**src/include/usart_consts.vh**
```
// constants for the serial transceiver: offsets, fields, parity codes, timing, bus responses
`ifndef USART_CONSTS_VH
`define USART_CONSTS_VH
`define OFF_LINE_CTRL 8'h00
`define OFF_RX_STATUS 8'h04
`define OFF_INT_CLOCK 8'h08
`define OFF_TX_BUF 8'h0c
`define OFF_RX_BUF 8'h10
`define OFF_BAUD_DIV 8'h14
`define OFF_PRESCALE 8'h18
`define OFF_POWER 8'h1c
`define LC_PARITY_SEL_HIGH 7
`define LC_PARITY_SEL_LOW 6
`define LC_PARITY_ENABLE 5
`define LC_FRAME_HIGH 4
`define LC_FRAME_LOW 3
`define LC_TX_EMPTY 1
`define LC_RX_FULL 0
`define IC_TWO_STOP 7
`define IC_SYNC_MODE 4
`define IC_RX_EXT 3
`define IC_TX_EXT 2
`define IC_RX_IE 1
`define IC_TX_IE 0
`define RS_OVERRUN 7
`define RS_FRAMING 6
`define RS_PARITY 5
`define RS_RX_NINTH 3
`define RS_TX_BUSY 1
`define PAR_ODD 2'b00
`define PAR_EVEN 2'b01
`define PAR_MARK 2'b10
`define PAR_SPACE 2'b11
`define WAKE_SETTLE_CYCLES 16'h0100
`define OVERSAMPLE 5'h10
`define AXI_OKAY 2'b00
`define AXI_SLVERR 2'b10
`endif

```
**src/baud_gen.v**
```verilog
// two-stage baud divider: half-step prescaler then 11-bit counter, one pulse per tick
`timescale 1ns/1ps
module baud_gen (
  input wire clk_i,
  input wire reset_i,
  input wire [4:0] prescale_i,
  input wire [10:0] divisor_i,
  output reg tick_o
);
  // half-unit accumulator prescaler
  reg [5:0] pre_acc_r;
  reg [10:0] div_cnt_r;
  wire [5:0] pre_lim = {1'b0, prescale_i} + 6'h01;
  wire pre_step = (prescale_i != 5'h00);
  wire [5:0] pre_sum = pre_acc_r + 6'h02;
  wire pre_tick = pre_step && (pre_sum >= pre_lim);
  always @(posedge clk_i)
  begin
    if (reset_i || !pre_step)
    begin
      pre_acc_r <= 6'h00;
      div_cnt_r <= 11'h000;
      tick_o <= 1'b0;
    end
    else
    begin
      // accumulate two half-units per master clock; factor (k+1)/2
      pre_acc_r <= pre_tick ? (pre_sum - pre_lim) : pre_sum;
      tick_o <= 1'b0;
      if (pre_tick)
      begin
        // divide by N = programmed value plus one
        if (div_cnt_r >= divisor_i)
        begin
          div_cnt_r <= 11'h000;
          tick_o <= 1'b1;
        end
        else
          div_cnt_r <= div_cnt_r + 11'h001;
      end
    end
  end
endmodule

```
**src/parity_calc.v**
```verilog
// parity bit for a 7/8-bit character under the four parity kinds
`timescale 1ns/1ps
`include "usart_consts.vh"
module parity_calc (
  input wire [7:0] data_i,
  input wire seven_i,
  input wire [1:0] kind_i,
  output reg parity_o
);
  wire ones = ^(seven_i ? {1'b0, data_i[6:0]} : data_i);
  always @*
  begin
    // odd, even, mark, space encoding
    case (kind_i)
      `PAR_ODD: parity_o = ~ones;
      `PAR_EVEN: parity_o = ones;
      `PAR_MARK: parity_o = 1'b1;
      `PAR_SPACE: parity_o = 1'b0;
      default: parity_o = 1'b0;
    endcase
  end
endmodule

```
**src/usart_sync_framing_baud.v**
```verilog
// serial transceiver: AXI4-Lite registers, framing, baud chain, halt
// Operation
// - sync: transmit on rising, receive falling
// - mode bit selects bit-rate synchronous clock
// - external clock pin shifts data
// - output clock pin carries baud generator
// - seven data bits, optional parity
// - eight data bits, optional parity
// - nine data bits, ninth via flags
// - parity enable only for seven/eight
// - shared bit: ninth bit or parity low
// - receiver needs only one stop bit
// - separate receive and transmit interrupts
// - tx interrupt: empty and enable
// - rx interrupt: full and enable
// - independent clock select per direction
// - half-step prescaler then 11-bit counter
// - zero prescale code stops clock
// - rate from prescaler, divisor, 16 or 2
// - halt entry reinitialises status and transmit shifter
// - start bit on receive pin wakes
// - settle wait of 256 cycles
// - parity select encoding odd/even/mark/space
// - stop control: one or two stops
// - start detect, half-bit recheck, triple sample
//
// The register offsets and the AXI4-Lite interface to the registers are this design's own decisions.
`timescale 1ns/1ps
`include "usart_consts.vh"
module usart_sync_framing_baud (
  input wire clk_i,
  input wire reset_i,
  input wire [7:0] s_axi_awaddr,
  input wire s_axi_awvalid,
  output wire s_axi_awready,
  input wire [31:0] s_axi_wdata,
  input wire [3:0] s_axi_wstrb,
  input wire s_axi_wvalid,
  output wire s_axi_wready,
  output reg [1:0] s_axi_bresp,
  output reg s_axi_bvalid,
  input wire s_axi_bready,
  input wire [7:0] s_axi_araddr,
  input wire s_axi_arvalid,
  output wire s_axi_arready,
  output reg [31:0] s_axi_rdata,
  output reg [1:0] s_axi_rresp,
  output reg s_axi_rvalid,
  input wire s_axi_rready,
  input wire halt_enter_i,
  input wire receive_data_pin_i,
  output reg transmit_data_pin_o,
  input wire serial_clock_pin_i,
  output wire serial_clock_pin_o,
  output wire serial_clock_pin_oe_o,
  output wire tx_irq_o,
  output wire rx_irq_o,
  output wire wake_o,
  output wire run_enable_o
);
  reg [7:0] line_ctrl_r;
  reg [7:0] int_clock_r;
  reg [7:0] transmit_buffer_r;
  reg [7:0] receive_buffer_r;
  reg [10:0] divisor_r;
  reg [4:0] prescale_r;
  reg clk_out_en_r;
  reg tx_empty_r;
  reg rx_full_r;
  reg rx_ninth_bit_r;
  reg overrun_r;
  reg framing_r;
  reg parity_err_r;
  reg tx_busy_r;
  reg [10:0] transmit_shifter_r;
  reg [3:0] tx_left_r;
  reg [4:0] tx_os_r;
  reg [9:0] receive_shifter_r;
  reg [3:0] rx_left_r;
  reg [4:0] rx_os_r;
  reg [2:0] rx_votes_r;
  reg rx_active_r;
  reg rx_prev_r;
  reg sclk_int_r;
  reg sclk_ext_prev_r;
  reg halted_r;
  reg [15:0] settle_r;
  reg [1:0] aw_hold_r;
  reg [7:0] awaddr_r;
  reg [31:0] wdata_r;
  wire baud_tick;
  wire tx_par_bit;
  wire rx_par_bit;
  wire frame_low = line_ctrl_r[`LC_FRAME_LOW];
  wire frame_high = line_ctrl_r[`LC_FRAME_HIGH];
  wire nine_bits = frame_high;
  wire seven_bits = frame_low && !frame_high;
  wire parity_on = line_ctrl_r[`LC_PARITY_ENABLE] && !nine_bits;
  // shared bit: ninth data bit or low parity select
  wire tx_ninth_bit = line_ctrl_r[`LC_PARITY_SEL_LOW];
  wire [1:0] par_kind = {line_ctrl_r[`LC_PARITY_SEL_HIGH], line_ctrl_r[`LC_PARITY_SEL_LOW]};
  wire sync_mode = int_clock_r[`IC_SYNC_MODE];
  wire [3:0] data_len = nine_bits ? 4'h9 : (seven_bits ? 4'h7 : 4'h8);
  wire [3:0] rx_len = data_len + {3'h0, parity_on} + 4'h1;
  wire ext_rise = serial_clock_pin_i && !sclk_ext_prev_r;
  wire ext_fall = !serial_clock_pin_i && sclk_ext_prev_r;
  wire int_rise = baud_tick && !sclk_int_r;
  wire int_fall = baud_tick && sclk_int_r;
  // per-direction clock source sync uses clock edges directly
  wire tx_edge = sync_mode ? (int_clock_r[`IC_TX_EXT] ? ext_rise : int_rise) : baud_tick;
  wire rx_edge = sync_mode ? (int_clock_r[`IC_RX_EXT] ? ext_fall : int_fall) : baud_tick;
  wire aw_go = s_axi_awvalid && !aw_hold_r[0];
  wire w_go = s_axi_wvalid && !aw_hold_r[1];
  wire wr_fire = (aw_hold_r[0] || aw_go) && (aw_hold_r[1] || w_go) && !s_axi_bvalid;
  wire [7:0] wr_addr = aw_hold_r[0] ? awaddr_r : s_axi_awaddr;
  wire [31:0] wr_data = aw_hold_r[1] ? wdata_r : s_axi_wdata;
  wire wr_lane = s_axi_wstrb[0];
  wire rd_fire = s_axi_arvalid && !s_axi_rvalid;
  wire transmit_buffer_write = wr_fire && wr_lane && wr_addr == `OFF_TX_BUF;
  wire receive_buffer_read = rd_fire && s_axi_araddr == `OFF_RX_BUF;
  wire stat_read = rd_fire && s_axi_araddr == `OFF_RX_STATUS;
  wire tx_load = !tx_busy_r && !tx_empty_r;
  wire [7:0] rx_data = seven_bits ? {1'b0, receive_shifter_r[6:0]} : receive_shifter_r[7:0];
  wire rx_vote = (rx_votes_r[0] & rx_votes_r[1]) | (rx_votes_r[1] & rx_votes_r[2]) | (rx_votes_r[0] & rx_votes_r[2]);
  wire rx_bit = sync_mode ? receive_data_pin_i : rx_vote;
  assign s_axi_awready = !aw_hold_r[0] && !s_axi_bvalid;
  assign s_axi_wready = !aw_hold_r[1] && !s_axi_bvalid;
  assign s_axi_arready = !s_axi_rvalid;
  assign serial_clock_pin_o = sclk_int_r;
  assign serial_clock_pin_oe_o = clk_out_en_r && sync_mode;
  // level interrupts, vectors in the cpu core
  assign tx_irq_o = tx_empty_r && int_clock_r[`IC_TX_IE];
  assign rx_irq_o = rx_full_r && int_clock_r[`IC_RX_IE];
  assign wake_o = halted_r && !receive_data_pin_i && rx_prev_r;
  assign run_enable_o = !halted_r && settle_r == 16'h0000;

  baud_gen u_baud (
    .clk_i(clk_i),
    .reset_i(reset_i),
    .prescale_i(prescale_r),
    .divisor_i(divisor_r),
    .tick_o(baud_tick)
  );

  parity_calc u_tx_par (
    .data_i(transmit_buffer_r),
    .seven_i(seven_bits),
    .kind_i(par_kind),
    .parity_o(tx_par_bit)
  );

  parity_calc u_rx_par (
    .data_i(receive_shifter_r[7:0]),
    .seven_i(seven_bits),
    .kind_i(par_kind),
    .parity_o(rx_par_bit)
  );

  // bus slave: address and data taken in either order
  always @(posedge clk_i)
  begin
    if (reset_i)
    begin
      aw_hold_r <= 2'b00;
      awaddr_r <= 8'h00;
      wdata_r <= 32'h00000000;
      s_axi_bvalid <= 1'b0;
      s_axi_bresp <= `AXI_OKAY;
      s_axi_rvalid <= 1'b0;
      s_axi_rresp <= `AXI_OKAY;
      s_axi_rdata <= 32'h00000000;
    end
    else
    begin
      if (wr_fire)
      begin
        aw_hold_r <= 2'b00;
        s_axi_bvalid <= 1'b1;
        s_axi_bresp <= (wr_addr > `OFF_POWER || wr_addr[1:0] != 2'b00) ? `AXI_SLVERR : `AXI_OKAY;
      end
      else
      begin
        if (aw_go)
        begin
          aw_hold_r[0] <= 1'b1;
          awaddr_r <= s_axi_awaddr;
        end
        if (w_go)
        begin
          aw_hold_r[1] <= 1'b1;
          wdata_r <= s_axi_wdata;
        end
      end
      if (s_axi_bvalid && s_axi_bready)
        s_axi_bvalid <= 1'b0;
      if (rd_fire)
      begin
        s_axi_rvalid <= 1'b1;
        s_axi_rresp <= `AXI_OKAY;
        case (s_axi_araddr)
          `OFF_LINE_CTRL: s_axi_rdata <= {24'h000000, line_ctrl_r[7:3], 1'b0, tx_empty_r, rx_full_r};
          `OFF_RX_STATUS: s_axi_rdata <= {24'h000000, overrun_r, framing_r, parity_err_r, 1'b0,
                                          rx_ninth_bit_r, 1'b0, tx_busy_r, rx_active_r};
          `OFF_INT_CLOCK: s_axi_rdata <= {24'h000000, int_clock_r};
          `OFF_TX_BUF: s_axi_rdata <= {24'h000000, transmit_buffer_r};
          `OFF_RX_BUF: s_axi_rdata <= {24'h000000, receive_buffer_r};
          `OFF_BAUD_DIV: s_axi_rdata <= {24'h000000, divisor_r[7:0]};
          `OFF_PRESCALE: s_axi_rdata <= {24'h000000, prescale_r, divisor_r[10:8]};
          `OFF_POWER: s_axi_rdata <= {31'h00000000, clk_out_en_r};
          default:
          begin
            s_axi_rdata <= 32'h00000000;
            s_axi_rresp <= `AXI_SLVERR;
          end
        endcase
      end
      else if (s_axi_rvalid && s_axi_rready)
        s_axi_rvalid <= 1'b0;
    end
  end

  // read/write control bits; halt leaves them unchanged
  always @(posedge clk_i)
  begin
    if (reset_i)
    begin
      line_ctrl_r <= 8'h00;
      int_clock_r <= 8'h00;
      transmit_buffer_r <= 8'h00;
      divisor_r <= 11'h000;
      prescale_r <= 5'h00;
      clk_out_en_r <= 1'b0;
    end
    else if (wr_fire && wr_lane)
    begin
      case (wr_addr)
        `OFF_LINE_CTRL: line_ctrl_r <= {wr_data[7:3], 3'b000};
        `OFF_INT_CLOCK: int_clock_r <= {wr_data[7], 2'b00, wr_data[4:0]};
        `OFF_TX_BUF: transmit_buffer_r <= wr_data[7:0];
        `OFF_BAUD_DIV: divisor_r[7:0] <= wr_data[7:0];
        // upper divisor bits share the prescaler register
        `OFF_PRESCALE:
        begin
          prescale_r <= wr_data[7:3];
          divisor_r[10:8] <= wr_data[2:0];
        end
        `OFF_POWER: clk_out_en_r <= wr_data[0];
        default: clk_out_en_r <= clk_out_en_r;
      endcase
    end
  end

  // halt state, wake and settle count
  always @(posedge clk_i)
  begin
    if (reset_i)
    begin
      halted_r <= 1'b0;
      settle_r <= 16'h0000;
      rx_prev_r <= 1'b1;
    end
    else
    begin
      rx_prev_r <= receive_data_pin_i;
      if (halt_enter_i)
        halted_r <= 1'b1;
      else if (wake_o)
      begin
        halted_r <= 1'b0;
        settle_r <= `WAKE_SETTLE_CYCLES;
      end
      else if (settle_r != 16'h0000)
        settle_r <= settle_r - 16'h0001;
    end
  end

  // internal bit clock toggles on each baud tick in sync mode
  always @(posedge clk_i)
  begin
    if (reset_i)
    begin
      sclk_int_r <= 1'b0;
      sclk_ext_prev_r <= 1'b0;
    end
    else
    begin
      sclk_ext_prev_r <= serial_clock_pin_i;
      if (baud_tick && sync_mode)
        sclk_int_r <= ~sclk_int_r;
    end
  end

  // transmitter
  always @(posedge clk_i)
  begin
    if (reset_i)
    begin
      tx_empty_r <= 1'b1;
      tx_busy_r <= 1'b0;
      transmit_shifter_r <= 11'h7ff;
      tx_left_r <= 4'h0;
      tx_os_r <= 5'h00;
      transmit_data_pin_o <= 1'b1;
    end
    else if (halt_enter_i)
    begin
      tx_empty_r <= 1'b1;
      tx_busy_r <= 1'b0;
      transmit_shifter_r <= 11'h7ff;
      tx_left_r <= 4'h0;
      transmit_data_pin_o <= 1'b1;
    end
    else
    begin
      if (transmit_buffer_write)
        tx_empty_r <= 1'b0;
      if (tx_load && tx_edge)
      begin
        // data, optional parity or ninth bit, stop bits
        case (data_len)
          4'h7: transmit_shifter_r <= parity_on ? {2'b11, tx_par_bit, transmit_buffer_r[6:0], 1'b0}
                                                : {3'b111, transmit_buffer_r[6:0], 1'b0};
          4'h9: transmit_shifter_r <= {1'b1, tx_ninth_bit, transmit_buffer_r, 1'b0};
          default: transmit_shifter_r <= parity_on ? {1'b1, tx_par_bit, transmit_buffer_r, 1'b0}
                                                   : {2'b11, transmit_buffer_r, 1'b0};
        endcase
        // start, data, parity, one or two stops
        tx_left_r <= data_len + {3'h0, parity_on} + {3'h0, int_clock_r[`IC_TWO_STOP]} + 4'h1;
        tx_busy_r <= 1'b1;
        tx_os_r <= 5'h00;
        tx_empty_r <= 1'b1;
        transmit_data_pin_o <= 1'b0;
      end
      else if (tx_busy_r && tx_edge)
      begin
        if (sync_mode || tx_os_r == 5'h0f)
        begin
          tx_os_r <= 5'h00;
          transmit_shifter_r <= {1'b1, transmit_shifter_r[10:1]};
          transmit_data_pin_o <= transmit_shifter_r[1];
          if (tx_left_r == 4'h0)
          begin
            tx_busy_r <= 1'b0;
            transmit_data_pin_o <= 1'b1;
          end
          else
            tx_left_r <= tx_left_r - 4'h1;
        end
        else
          tx_os_r <= tx_os_r + 5'h01; // divide by 16 when asynchronous
      end
    end
  end

  // receiver
  always @(posedge clk_i)
  begin
    if (reset_i)
    begin
      rx_full_r <= 1'b0;
      rx_ninth_bit_r <= 1'b0;
      overrun_r <= 1'b0;
      framing_r <= 1'b0;
      parity_err_r <= 1'b0;
      receive_buffer_r <= 8'h00;
      receive_shifter_r <= 10'h000;
      rx_left_r <= 4'h0;
      rx_os_r <= 5'h00;
      rx_votes_r <= 3'b111;
      rx_active_r <= 1'b0;
    end
    else if (halt_enter_i)
    begin
      // clear read-only status, keep buffers and shifter
      rx_full_r <= 1'b0;
      rx_ninth_bit_r <= 1'b0;
      overrun_r <= 1'b0;
      framing_r <= 1'b0;
      parity_err_r <= 1'b0;
      rx_active_r <= 1'b0;
    end
    else
    begin
      if (stat_read)
      begin
        overrun_r <= 1'b0;
        framing_r <= 1'b0;
        parity_err_r <= 1'b0;
      end
      if (receive_buffer_read)
        rx_full_r <= 1'b0;
      if (!rx_active_r && rx_edge && !receive_data_pin_i)
      begin
        // low seen; async rechecks at half bit
        rx_active_r <= 1'b1;
        rx_os_r <= 5'h00;
        receive_shifter_r <= 10'h000;
        rx_left_r <= sync_mode ? rx_len - 4'h1 : rx_len;
      end
      else if (rx_active_r && rx_edge)
      begin
        rx_os_r <= (sync_mode || rx_os_r == 5'h0f) ? 5'h00 : rx_os_r + 5'h01;
        if (!sync_mode && rx_os_r >= 5'h06 && rx_os_r <= 5'h08)
          rx_votes_r <= {rx_votes_r[1:0], receive_data_pin_i};
        if (!sync_mode && rx_left_r == rx_len && rx_os_r == 5'h07 && receive_data_pin_i)
          rx_active_r <= 1'b0;
        else if (sync_mode || rx_os_r == 5'h0f)
        begin
          if (rx_left_r == rx_len)
            rx_left_r <= rx_left_r - 4'h1;
          else if (rx_left_r != 4'h0)
          begin
            receive_shifter_r <= (receive_shifter_r >> 1) | ({9'h000, rx_bit} << (rx_len - 4'h2));
            rx_left_r <= rx_left_r - 4'h1;
          end
          else
          begin
            // one stop bit ends the frame
            rx_active_r <= 1'b0;
            if (!rx_bit)
              framing_r <= 1'b1;
            if (rx_full_r && !receive_buffer_read)
              overrun_r <= 1'b1;
            rx_full_r <= 1'b1;
            receive_buffer_r <= rx_data;
            if (nine_bits)
              rx_ninth_bit_r <= receive_shifter_r[8];
            if (parity_on && (seven_bits ? receive_shifter_r[7] : receive_shifter_r[8]) != rx_par_bit)
              parity_err_r <= 1'b1;
          end
        end
      end
    end
  end
endmodule
```
**config.mk**
```make
export PLATFORM = sky130hd
export DESIGN_NAME = usart_sync_framing_baud
export DESIGN_NICKNAME = d
export VERILOG_FILES = /design/src/baud_gen.v /design/src/parity_calc.v /design/src/usart_sync_framing_baud.v
export VERILOG_INCLUDE_DIRS = /design/src /design/src/include
export SDC_FILE = /design/constraint.sdc
export NUM_CORES = 1
export LEC_CHECK = 0
export ABC_AREA = 1
export BUFFER_PORTS_ARGS = -buffer_cell sky130_fd_sc_hd__clkbuf_2
export CAP_MARGIN = 20
export CORE_ASPECT_RATIO = 0.75
export CORE_MARGIN = 4
export CORE_UTILIZATION = 55
export CTS_BUF_LIST = sky130_fd_sc_hd__clkbuf_8
export CTS_CLUSTER_DIAMETER = 200
export DETAILED_ROUTE_END_ITERATION = 10
export PLACE_DENSITY = 0.78
export SYNTH_ARGS = -nofsm -noshare
export SYNTH_HDL_FRONTEND = slang
export SYNTH_SLANG_ARGS = --single-unit
```
**constraint.sdc**
```tcl
create_clock -name clk_i -period 2.3 [get_ports clk_i]
set_input_delay 0.46 -clock clk_i [delete_from_list [all_inputs] [get_ports clk_i]]
set_output_delay 0.46 -clock clk_i [all_outputs]
set_load 0.005 [all_outputs]
```
; After elaboration in Yosys (flattened, before gate mapping)
; Index checks and enable logic that the tools add are counted.
[word_totals]
ff_bits = 189
inputBits = 62
output_inout_bits = 48
wordCells = 315
[op_classes]
addsub = 15
magnitude_cmp = 5
eq_ne = 27
n_shift = 1
n_mux = 100
n_bitwise = 16
n_reduce_logical = 110
[op_table]
columns = op, count
row1 = 2-to-1 mux 10 bit, 7
row2 = one-hot mux 8 bit (8 select lines), 1
row3 = equality test 8 x 5 -> 1 bit (second input constant), 7
row4 = 2-to-1 mux 1 bit, 56
row5 = 2-to-1 mux 4 bit, 13
row6 = 2-to-1 mux 11 bit, 4
row7 = logical AND 1 bit, 40
row8 = equality test 8 x 4 -> 1 bit (second input constant), 4
row9 = 2-to-1 mux 16 bit, 2
row10 = 2-to-1 mux 8 bit, 4
row11 = 2-to-1 mux 5 bit, 6
row12 = AND reduction 2 bit, 12
row13 = one-hot mux 10 bit (2 select lines), 1
row14 = nonzero test 2 bit, 10
row15 = logical NOT 1 bit, 16
row16 = logical NOT 16 bit, 1
row17 = logical NOT 8 bit, 2
row18 = nonzero test 16 bit, 1
row19 = parity 8 bit, 2
row20 = subtractor 16 x 1 -> 16 bit (second input constant), 1
row21 = AND reduction 7 bit, 2
row22 = subtractor 4 x 1 -> 4 bit (second input constant), 3
row23 = adder 11 x 1 -> 11 bit (second input constant), 1
row24 = >= comparator 11 bit, 1
row25 = 45 further kinds, 77

; Longest topological paths before layout
[depth]
word_depth = 15
mapped_depth = 16
ltp_nobuf = 16

; Modules after synthesis
; From an unflattened synthesis, not the netlist that was laid out.
[hier_totals]
cells_unflattened = 1430
hier_area_um2 = 9454.1
[by_module_without_submodules]
columns = module, instances, cells_per_inst, area_each_um2, seq_area_each_um2
row1 = usart_sync_framing_baud, 1, 1102, 7524.7, 2862.7
row2 = baud_gen, 1, 238, 1569.0, 360.3
row3 = parity_calc, 2, 45, 180.2, 0.0

; Worst setup path after synthesis
; No wires, ideal clock.
[synth_timing]
path_type = reg-to-reg
start = register line_ctrl_r[4]
end = register receive_shifter_r[6]
setup_time_ns = 0.070
arrival_time_ns = 2.414
t_required_ns = 2.230
slack_ns = -0.184
stages_incl_launch_ff = 17
path_buffers = 0
period_less_slack_ns = 2.484
cell_sequence = dfxtp_1 -> inv_1 -> nand2_1 -> inv_1 -> ha_1 -> fa_1 -> nand2_1 -> and3_1 -> nand2_1 -> nand3_1 -> nand2_1 -> nand2_2 -> inv_2 -> nand2_1 -> inv_2 -> nand2_1 -> a21oi_1
[synth_via]
elab_chain_len = 15
elab_cells_between_ends = 23
classes_between = add/sub: 3 / eq/ne: 3 / shift: 1 / mux: 8 / bitwise: 1 / reduce/logical: 7
[synth_rtl]
columns = item, line_no
row1 = start: declaration, usart_sync_framing_baud.v:61  ; reg [7:0] line_ctrl_r;
row2 = start signal: assignment, usart_sync_framing_baud.v:237  ; `OFF_LINE_CTRL: line_ctrl_r <= {wr_data[7:3], 3'b000};
row3 = logical NOT 1 bit, "usart_sync_framing_baud.v:97, usart_sync_framing_baud.v:98"
row4 = logical AND 1 bit, usart_sync_framing_baud.v:97  ; wire seven_bits = frame_low && !frame_high;
row5 = 2-to-1 mux 4 bit (2 in series), usart_sync_framing_baud.v:103  ; wire [3:0] data_len = nine_bits ? 4'h9 : (seven_bits ? 4'h7 : 4'h8);
row6 = adder 4 x 1 -> 4 bit (*) (2 in series), usart_sync_framing_baud.v:104  ; wire [3:0] rx_len = data_len + {3'h0, parity_on} + 4'h1;
row7 = subtractor 4 x 2 -> 4 bit, usart_sync_framing_baud.v:413  ; receive_shifter_r <= (receive_shifter_r >> 1) | ({9'h000, rx_bit} << (rx_len - 4'h2));
row8 = << shifter 1 x 4 -> 10 bit, usart_sync_framing_baud.v:413
row9 = bitwise OR 9 x 10 -> 10 bit, usart_sync_framing_baud.v:413
row10 = 2-to-1 mux 10 bit, usart_sync_framing_baud.v:411  ; else if (rx_left_r != 4'h0)
row11 = 2-to-1 mux 10 bit, usart_sync_framing_baud.v:409  ; if (rx_left_r == rx_len)
row12 = 2-to-1 mux 10 bit, usart_sync_framing_baud.v:407  ; else if (sync_mode || rx_os_r == 5'h0f)
row13 = 2-to-1 mux 10 bit, usart_sync_framing_baud.v:405  ; if (!sync_mode && rx_left_r == rx_len && rx_os_r == 5'h07 && receive_data_pin_i)
row14 = 2-to-1 mux 10 bit, usart_sync_framing_baud.v:400  ; else if (rx_active_r && rx_edge)
row15 = 2-to-1 mux 10 bit, usart_sync_framing_baud.v:392  ; if (!rx_active_r && rx_edge && !receive_data_pin_i)
row16 = end signal: assignment, usart_sync_framing_baud.v:413
row17 = end: declaration, usart_sync_framing_baud.v:78  ; reg [9:0] receive_shifter_r;
; Every way passes the cells marked *; elsewhere a longest branch is shown, timed or not. The select of a mux whose other input is x is not followed.
; A chain may end at the register's enable or synchronous reset.

; Worst setup path after layout
[layout_timing]
start = register line_ctrl_r[4]
end = register receive_shifter_r[3]
; The elaborated chain is that of the path after synthesis.

==> flow_metrics.py <==
metrics = {
    "synth": {
        "synth_top_family_by_area": "simple AND/OR/NAND/NOR gates",
        "synthAdderAreaFrac": 0.0521,
        "ys_warn_count": 0,
        "synthesis.area_um2": 9180,
        "synth-seq-cells": 161,
        "ys.flop_type": "dfxtp_1",
        "synth-edff-count": 0,
        "muxShareOfSynthArea": 0.00109,
        "ys_seq_area_frac": 0.351,
        "synth-simple-area-share": 0.294,
        "synthCells": 1365,
        "avgSynthCellArea_um2": 6.73,
        "synth_compound_area_frac": 0.159,
        "synth_xor_area_frac": 0.0286,
        "ys_types": 54,
        "ys_async_sr_fraction": 0,
    },
    "floorplanning": {
        "die_y_um": 120,
        "dieArea_um2": 18800,
        "rows": 40,
        "initial_core_util": 0.566,
        "dieWidth_um": 157,
        "coreArea_um2": 16200,
        "ioPinCount": 110,
    },
    "pwr": {
        "power_frac_seq": 0.465,
        "pwr-share-comb": 0.224,
        "power_switching_mw": 2.16,
        "peakVddDrop_v": 0.000527,
        "p_per_area_nw_per_um2": 624,
        "p_clk_frac": 0.311,
        "switching_share": 0.325,
        "leakage_nw": 4.85,
        "p_int_mw": 4.49,
        "power_mw": 6.65,
    },
    "critical_path": {
        "cp.required_ps": 2690,
        "crit_type": "reg2reg",
        "startpoint_type": "register",
        "cp_max_fo": 7,
        "arrival_ps": 2760,
        "end_kind": "register",
        "r2r_slack_ps": -60,
    },
    "grt": {
        "first_global_vias": 7940,
        "gr-usage-all-layers": 0.253,
        "grt_max_degree": 72,
        "use_met1": 0.387,
        "grt_overflow": 0,
        "grtUsageMet2": 0.351,
        "use_met3": 0.0598,
        "antenna_found_initial": 0,
        "gr-max-usage-layer": "met1",
        "grt_pass1_wl_um": 38700,
    },
    "sta": {
        "setup_viol": 7,
        "worst_pin_slew_ps": 733,
        "slew_headroom": 0.506,
        "rsz0062_at_grt": "yes",
        "fmax_mhz": 423,
        "tns_ps": -182,
        "final-hold-violation-count": 0,
        "hold_ws_ps": 165,
        "period_minus_slack_ps": 2360,
        "final-max-slew-violation-count": 0,
        "fin_skew_ps": 13.6,
        "fin_crit_sh": 1.03,
        "setup_slack_ps": -63.3,
    },
    "layout": {
        "final_area_um2": 10600,
        "nets": 1567,
        "area_delta_synth_final_pct": 15.9,
        "diodes": 0,
        "n_fill_cell": 1454,
        "drive_gt1_frac": 0.164,
    },
    "place": {
        "place_hpwl_um": 17800,
        "postPlaceCellArea_um2": 9940,
        "portBuffers": 56,
        "place_congestion": 0.964,
    },
    "drt": {
        "ant_nets": 0,
        "viasPerCell": 5.35,
        "drtIter0Drc": 946,
        "drt_wl_total_um": 24000,
        "firstDrtPassIters": 6,
        "num_vias": 9045,
        "route.detailed.drc": 0,
        "wl_per_cell_um": 14.2,
    },
    "cts": {
        "numClockSinks": 161,
        "clk_path_buf_depth": 2,
        "root_buffer": "clkbuf_8",
        "cts_tree": "yes",
        "numCtsBuffers": 17,
        "clk_latency_ps": 470,
        "h-tree-depth": 4,
        "clkTransAtPathRegs_ps": 80,
    },
    "outcome": {
        "status": "finished, violations left",
        "violations": "negative setup slack",
    },
    "run": {
        "maxCapViolations": 0,
    },
    "min_path": {
        "hold_class": "in2reg",
    },
}
[critical path, cell delays in order (launching register included)]
cell and delay (ps):
dfxtp_4 370, nor2_4 90, inv_2 50, ha_4 240, fa_2 590, nand2_1 80, and3_4 160, nand2_4 60
nand3_2 50, nand2_1 70, nand2_2 70, inv_2 90, nand2_2 70, clkinv_4 90, nand2_2 50, a21oi_1 150
[timing repair]
action | CTS | global route
pin swaps | 4 | 25
gates resized for setup | 16 | 62
hold buffers | 0 | 0
setup endpoints to repair | 28 | 38
buffers inserted | 6 | 5
[cell usage after synthesis, types with 2 or more instances]
cell / n / area (µm²)
buf_6: 3 / 33.8
fa_1: 2 / 40.0
o21ai_1: 2 / 10.0
inv_2: 4 / 15.0
nand4_1: 19 / 119
o211ai_1: 6 / 45.0
nor3_1: 17 / 85.1
a21oi_1: 135 / 676
nor2_1: 168 / 631
o21ai_0: 87 / 435
nand3_1: 96 / 480
clkbuf_1: 18 / 67.6
and3_1: 3 / 18.8
buf_4: 28 / 210
o221ai_1: 4 / 35.0
o31ai_1: 2 / 15.0
o21a_1: 4 / 30.0
o2111ai_1: 4 / 35.0
dfxtp_1: 161 / 3220
clkinv_1: 3 / 11.3
ha_1: 35 / 438
inv_1: 165 / 619
nor3_4: 4 / 65.1
nor3b_1: 4 / 30.0
nand2_1: 301 / 1130
xor2_1: 22 / 193
nor2_2: 3 / 18.8
nand2_2: 7 / 43.8
o21ai_2: 3 / 26.3
buf_2: 14 / 70.1
nand3b_1: 6 / 45.0
xnor2_1: 8 / 70.1
a2bb2oi_1: 2 / 17.5
o22ai_1: 5 / 31.3
[cells in the final DEF, fill, tap and decap left out, types with 17 or more instances in the layout]
| cell type | Yosys | layout |
|---|---|---|
| clkbuf_2 | 0 | 56 |
| inv_1 | 165 | 161 |
| nor3_1 | 17 | 17 |
| nand4_1 | 19 | 19 |
| clkbuf_8 | 0 | 19 |
| nand2_2 | 7 | 19 |
| nand2_1 | 301 | 286 |
| a21oi_1 | 135 | 128 |
| nand3_1 | 96 | 92 |
| xor2_1 | 22 | 22 |
| ha_1 | 35 | 29 |
| nor2_1 | 168 | 161 |
| o21ai_0 | 87 | 83 |
| conb_1 | 1 | 26 |
| buf_4 | 28 | 61 |
| dfxtp_1 | 161 | 152 |
[flip-flops by register name (all words and copies together) (netlist names), 5 cells and up]
register and cells:
receive_buffer_r 8, rx_os_r 5, u_baud.div_cnt_r 11, transmit_buffer_r 8, int_clock_r 6, transmit_shifter_r 9, settle_r 16, line_ctrl_r 5
s_axi_rdata 8, tx_os_r 5, receive_shifter_r 10, prescale_r 5, divisor_r 11, wdata_r 8, u_baud.pre_acc_r 6, awaddr_r 8
[stage by stage]
stage,cells,setup WS [ps],utilization
2_1_floorplan,1390,0.555,-
3_3_place_gp,1649,-76.4,0.613
3_5_place_dp,1649,-117,0.613
4_1_cts,1686,-2.92,0.642
5_1_grt,1690,-186,0.656
6_report,1690,-63.3,0.656
[power groups by stage]
stage	logic [mW]	registers [mW]	clock network, mW
3_5_place_dp	1.46	3.15	0
4_1_cts	1.47	3.09	2.09
5_1_grt	1.72	3.11	2.20
6_report	1.49	3.09	2.07
3_3_place_gp	1.42	3.15	0
2_1_floorplan	1.15	3.12	0
[cell families (layout without fill, tap and decap cells)]
family	after synthesis	after routing
xor gates and xnor gates	30	30
muxes	1	1
DFF	161	161
AOI/OAI and AO/OA	265	265
adders and majority gates	37	37
other	1	26
and+or+nand+nor	633	633
buffers and inverters	237	327
[layout make-up]
type | instances | area (µm²) | area share
Multi-Input combinational cell | 992 | 5250 | 0.494
Sequential cell | 161 | 3240 | 0.305
Timing Repair Buffer | 123 | 841 | 0.0790
Inverter | 173 | 662 | 0.0622
Tap cell | 210 | 263 | 0.0247
Clock buffer | 19 | 262 | 0.0246
Clock inverter | 12 | 120 | 0.0113
[per-layer routing]
layer / up-vias / routed length, µm
met3: 27 / 2210
met1: 4087 / 11800
met5: - / 0
met4: 0 / 303
met2: 329 / 9690
li1: 4602 / -
[worst paths after layout]
check,from,endpoint,cells after the start
max,line_ctrl_r[4]$_SDFFE_PP0P_,receive_shifter_r[3]$_SDFFE_PP0P_,15
min,s_axi_bready,s_axi_bvalid$_SDFFE_PP0P_,2
max reg2reg,line_ctrl_r[4]$_SDFFE_PP0P_,receive_shifter_r[3]$_SDFFE_PP0P_,15
min reg2reg,awaddr_r[6]$_SDFFE_PP0P_,awaddr_r[6]$_SDFFE_PP0P_,2
Note: power is estimated with default switching activity, not from simulation.
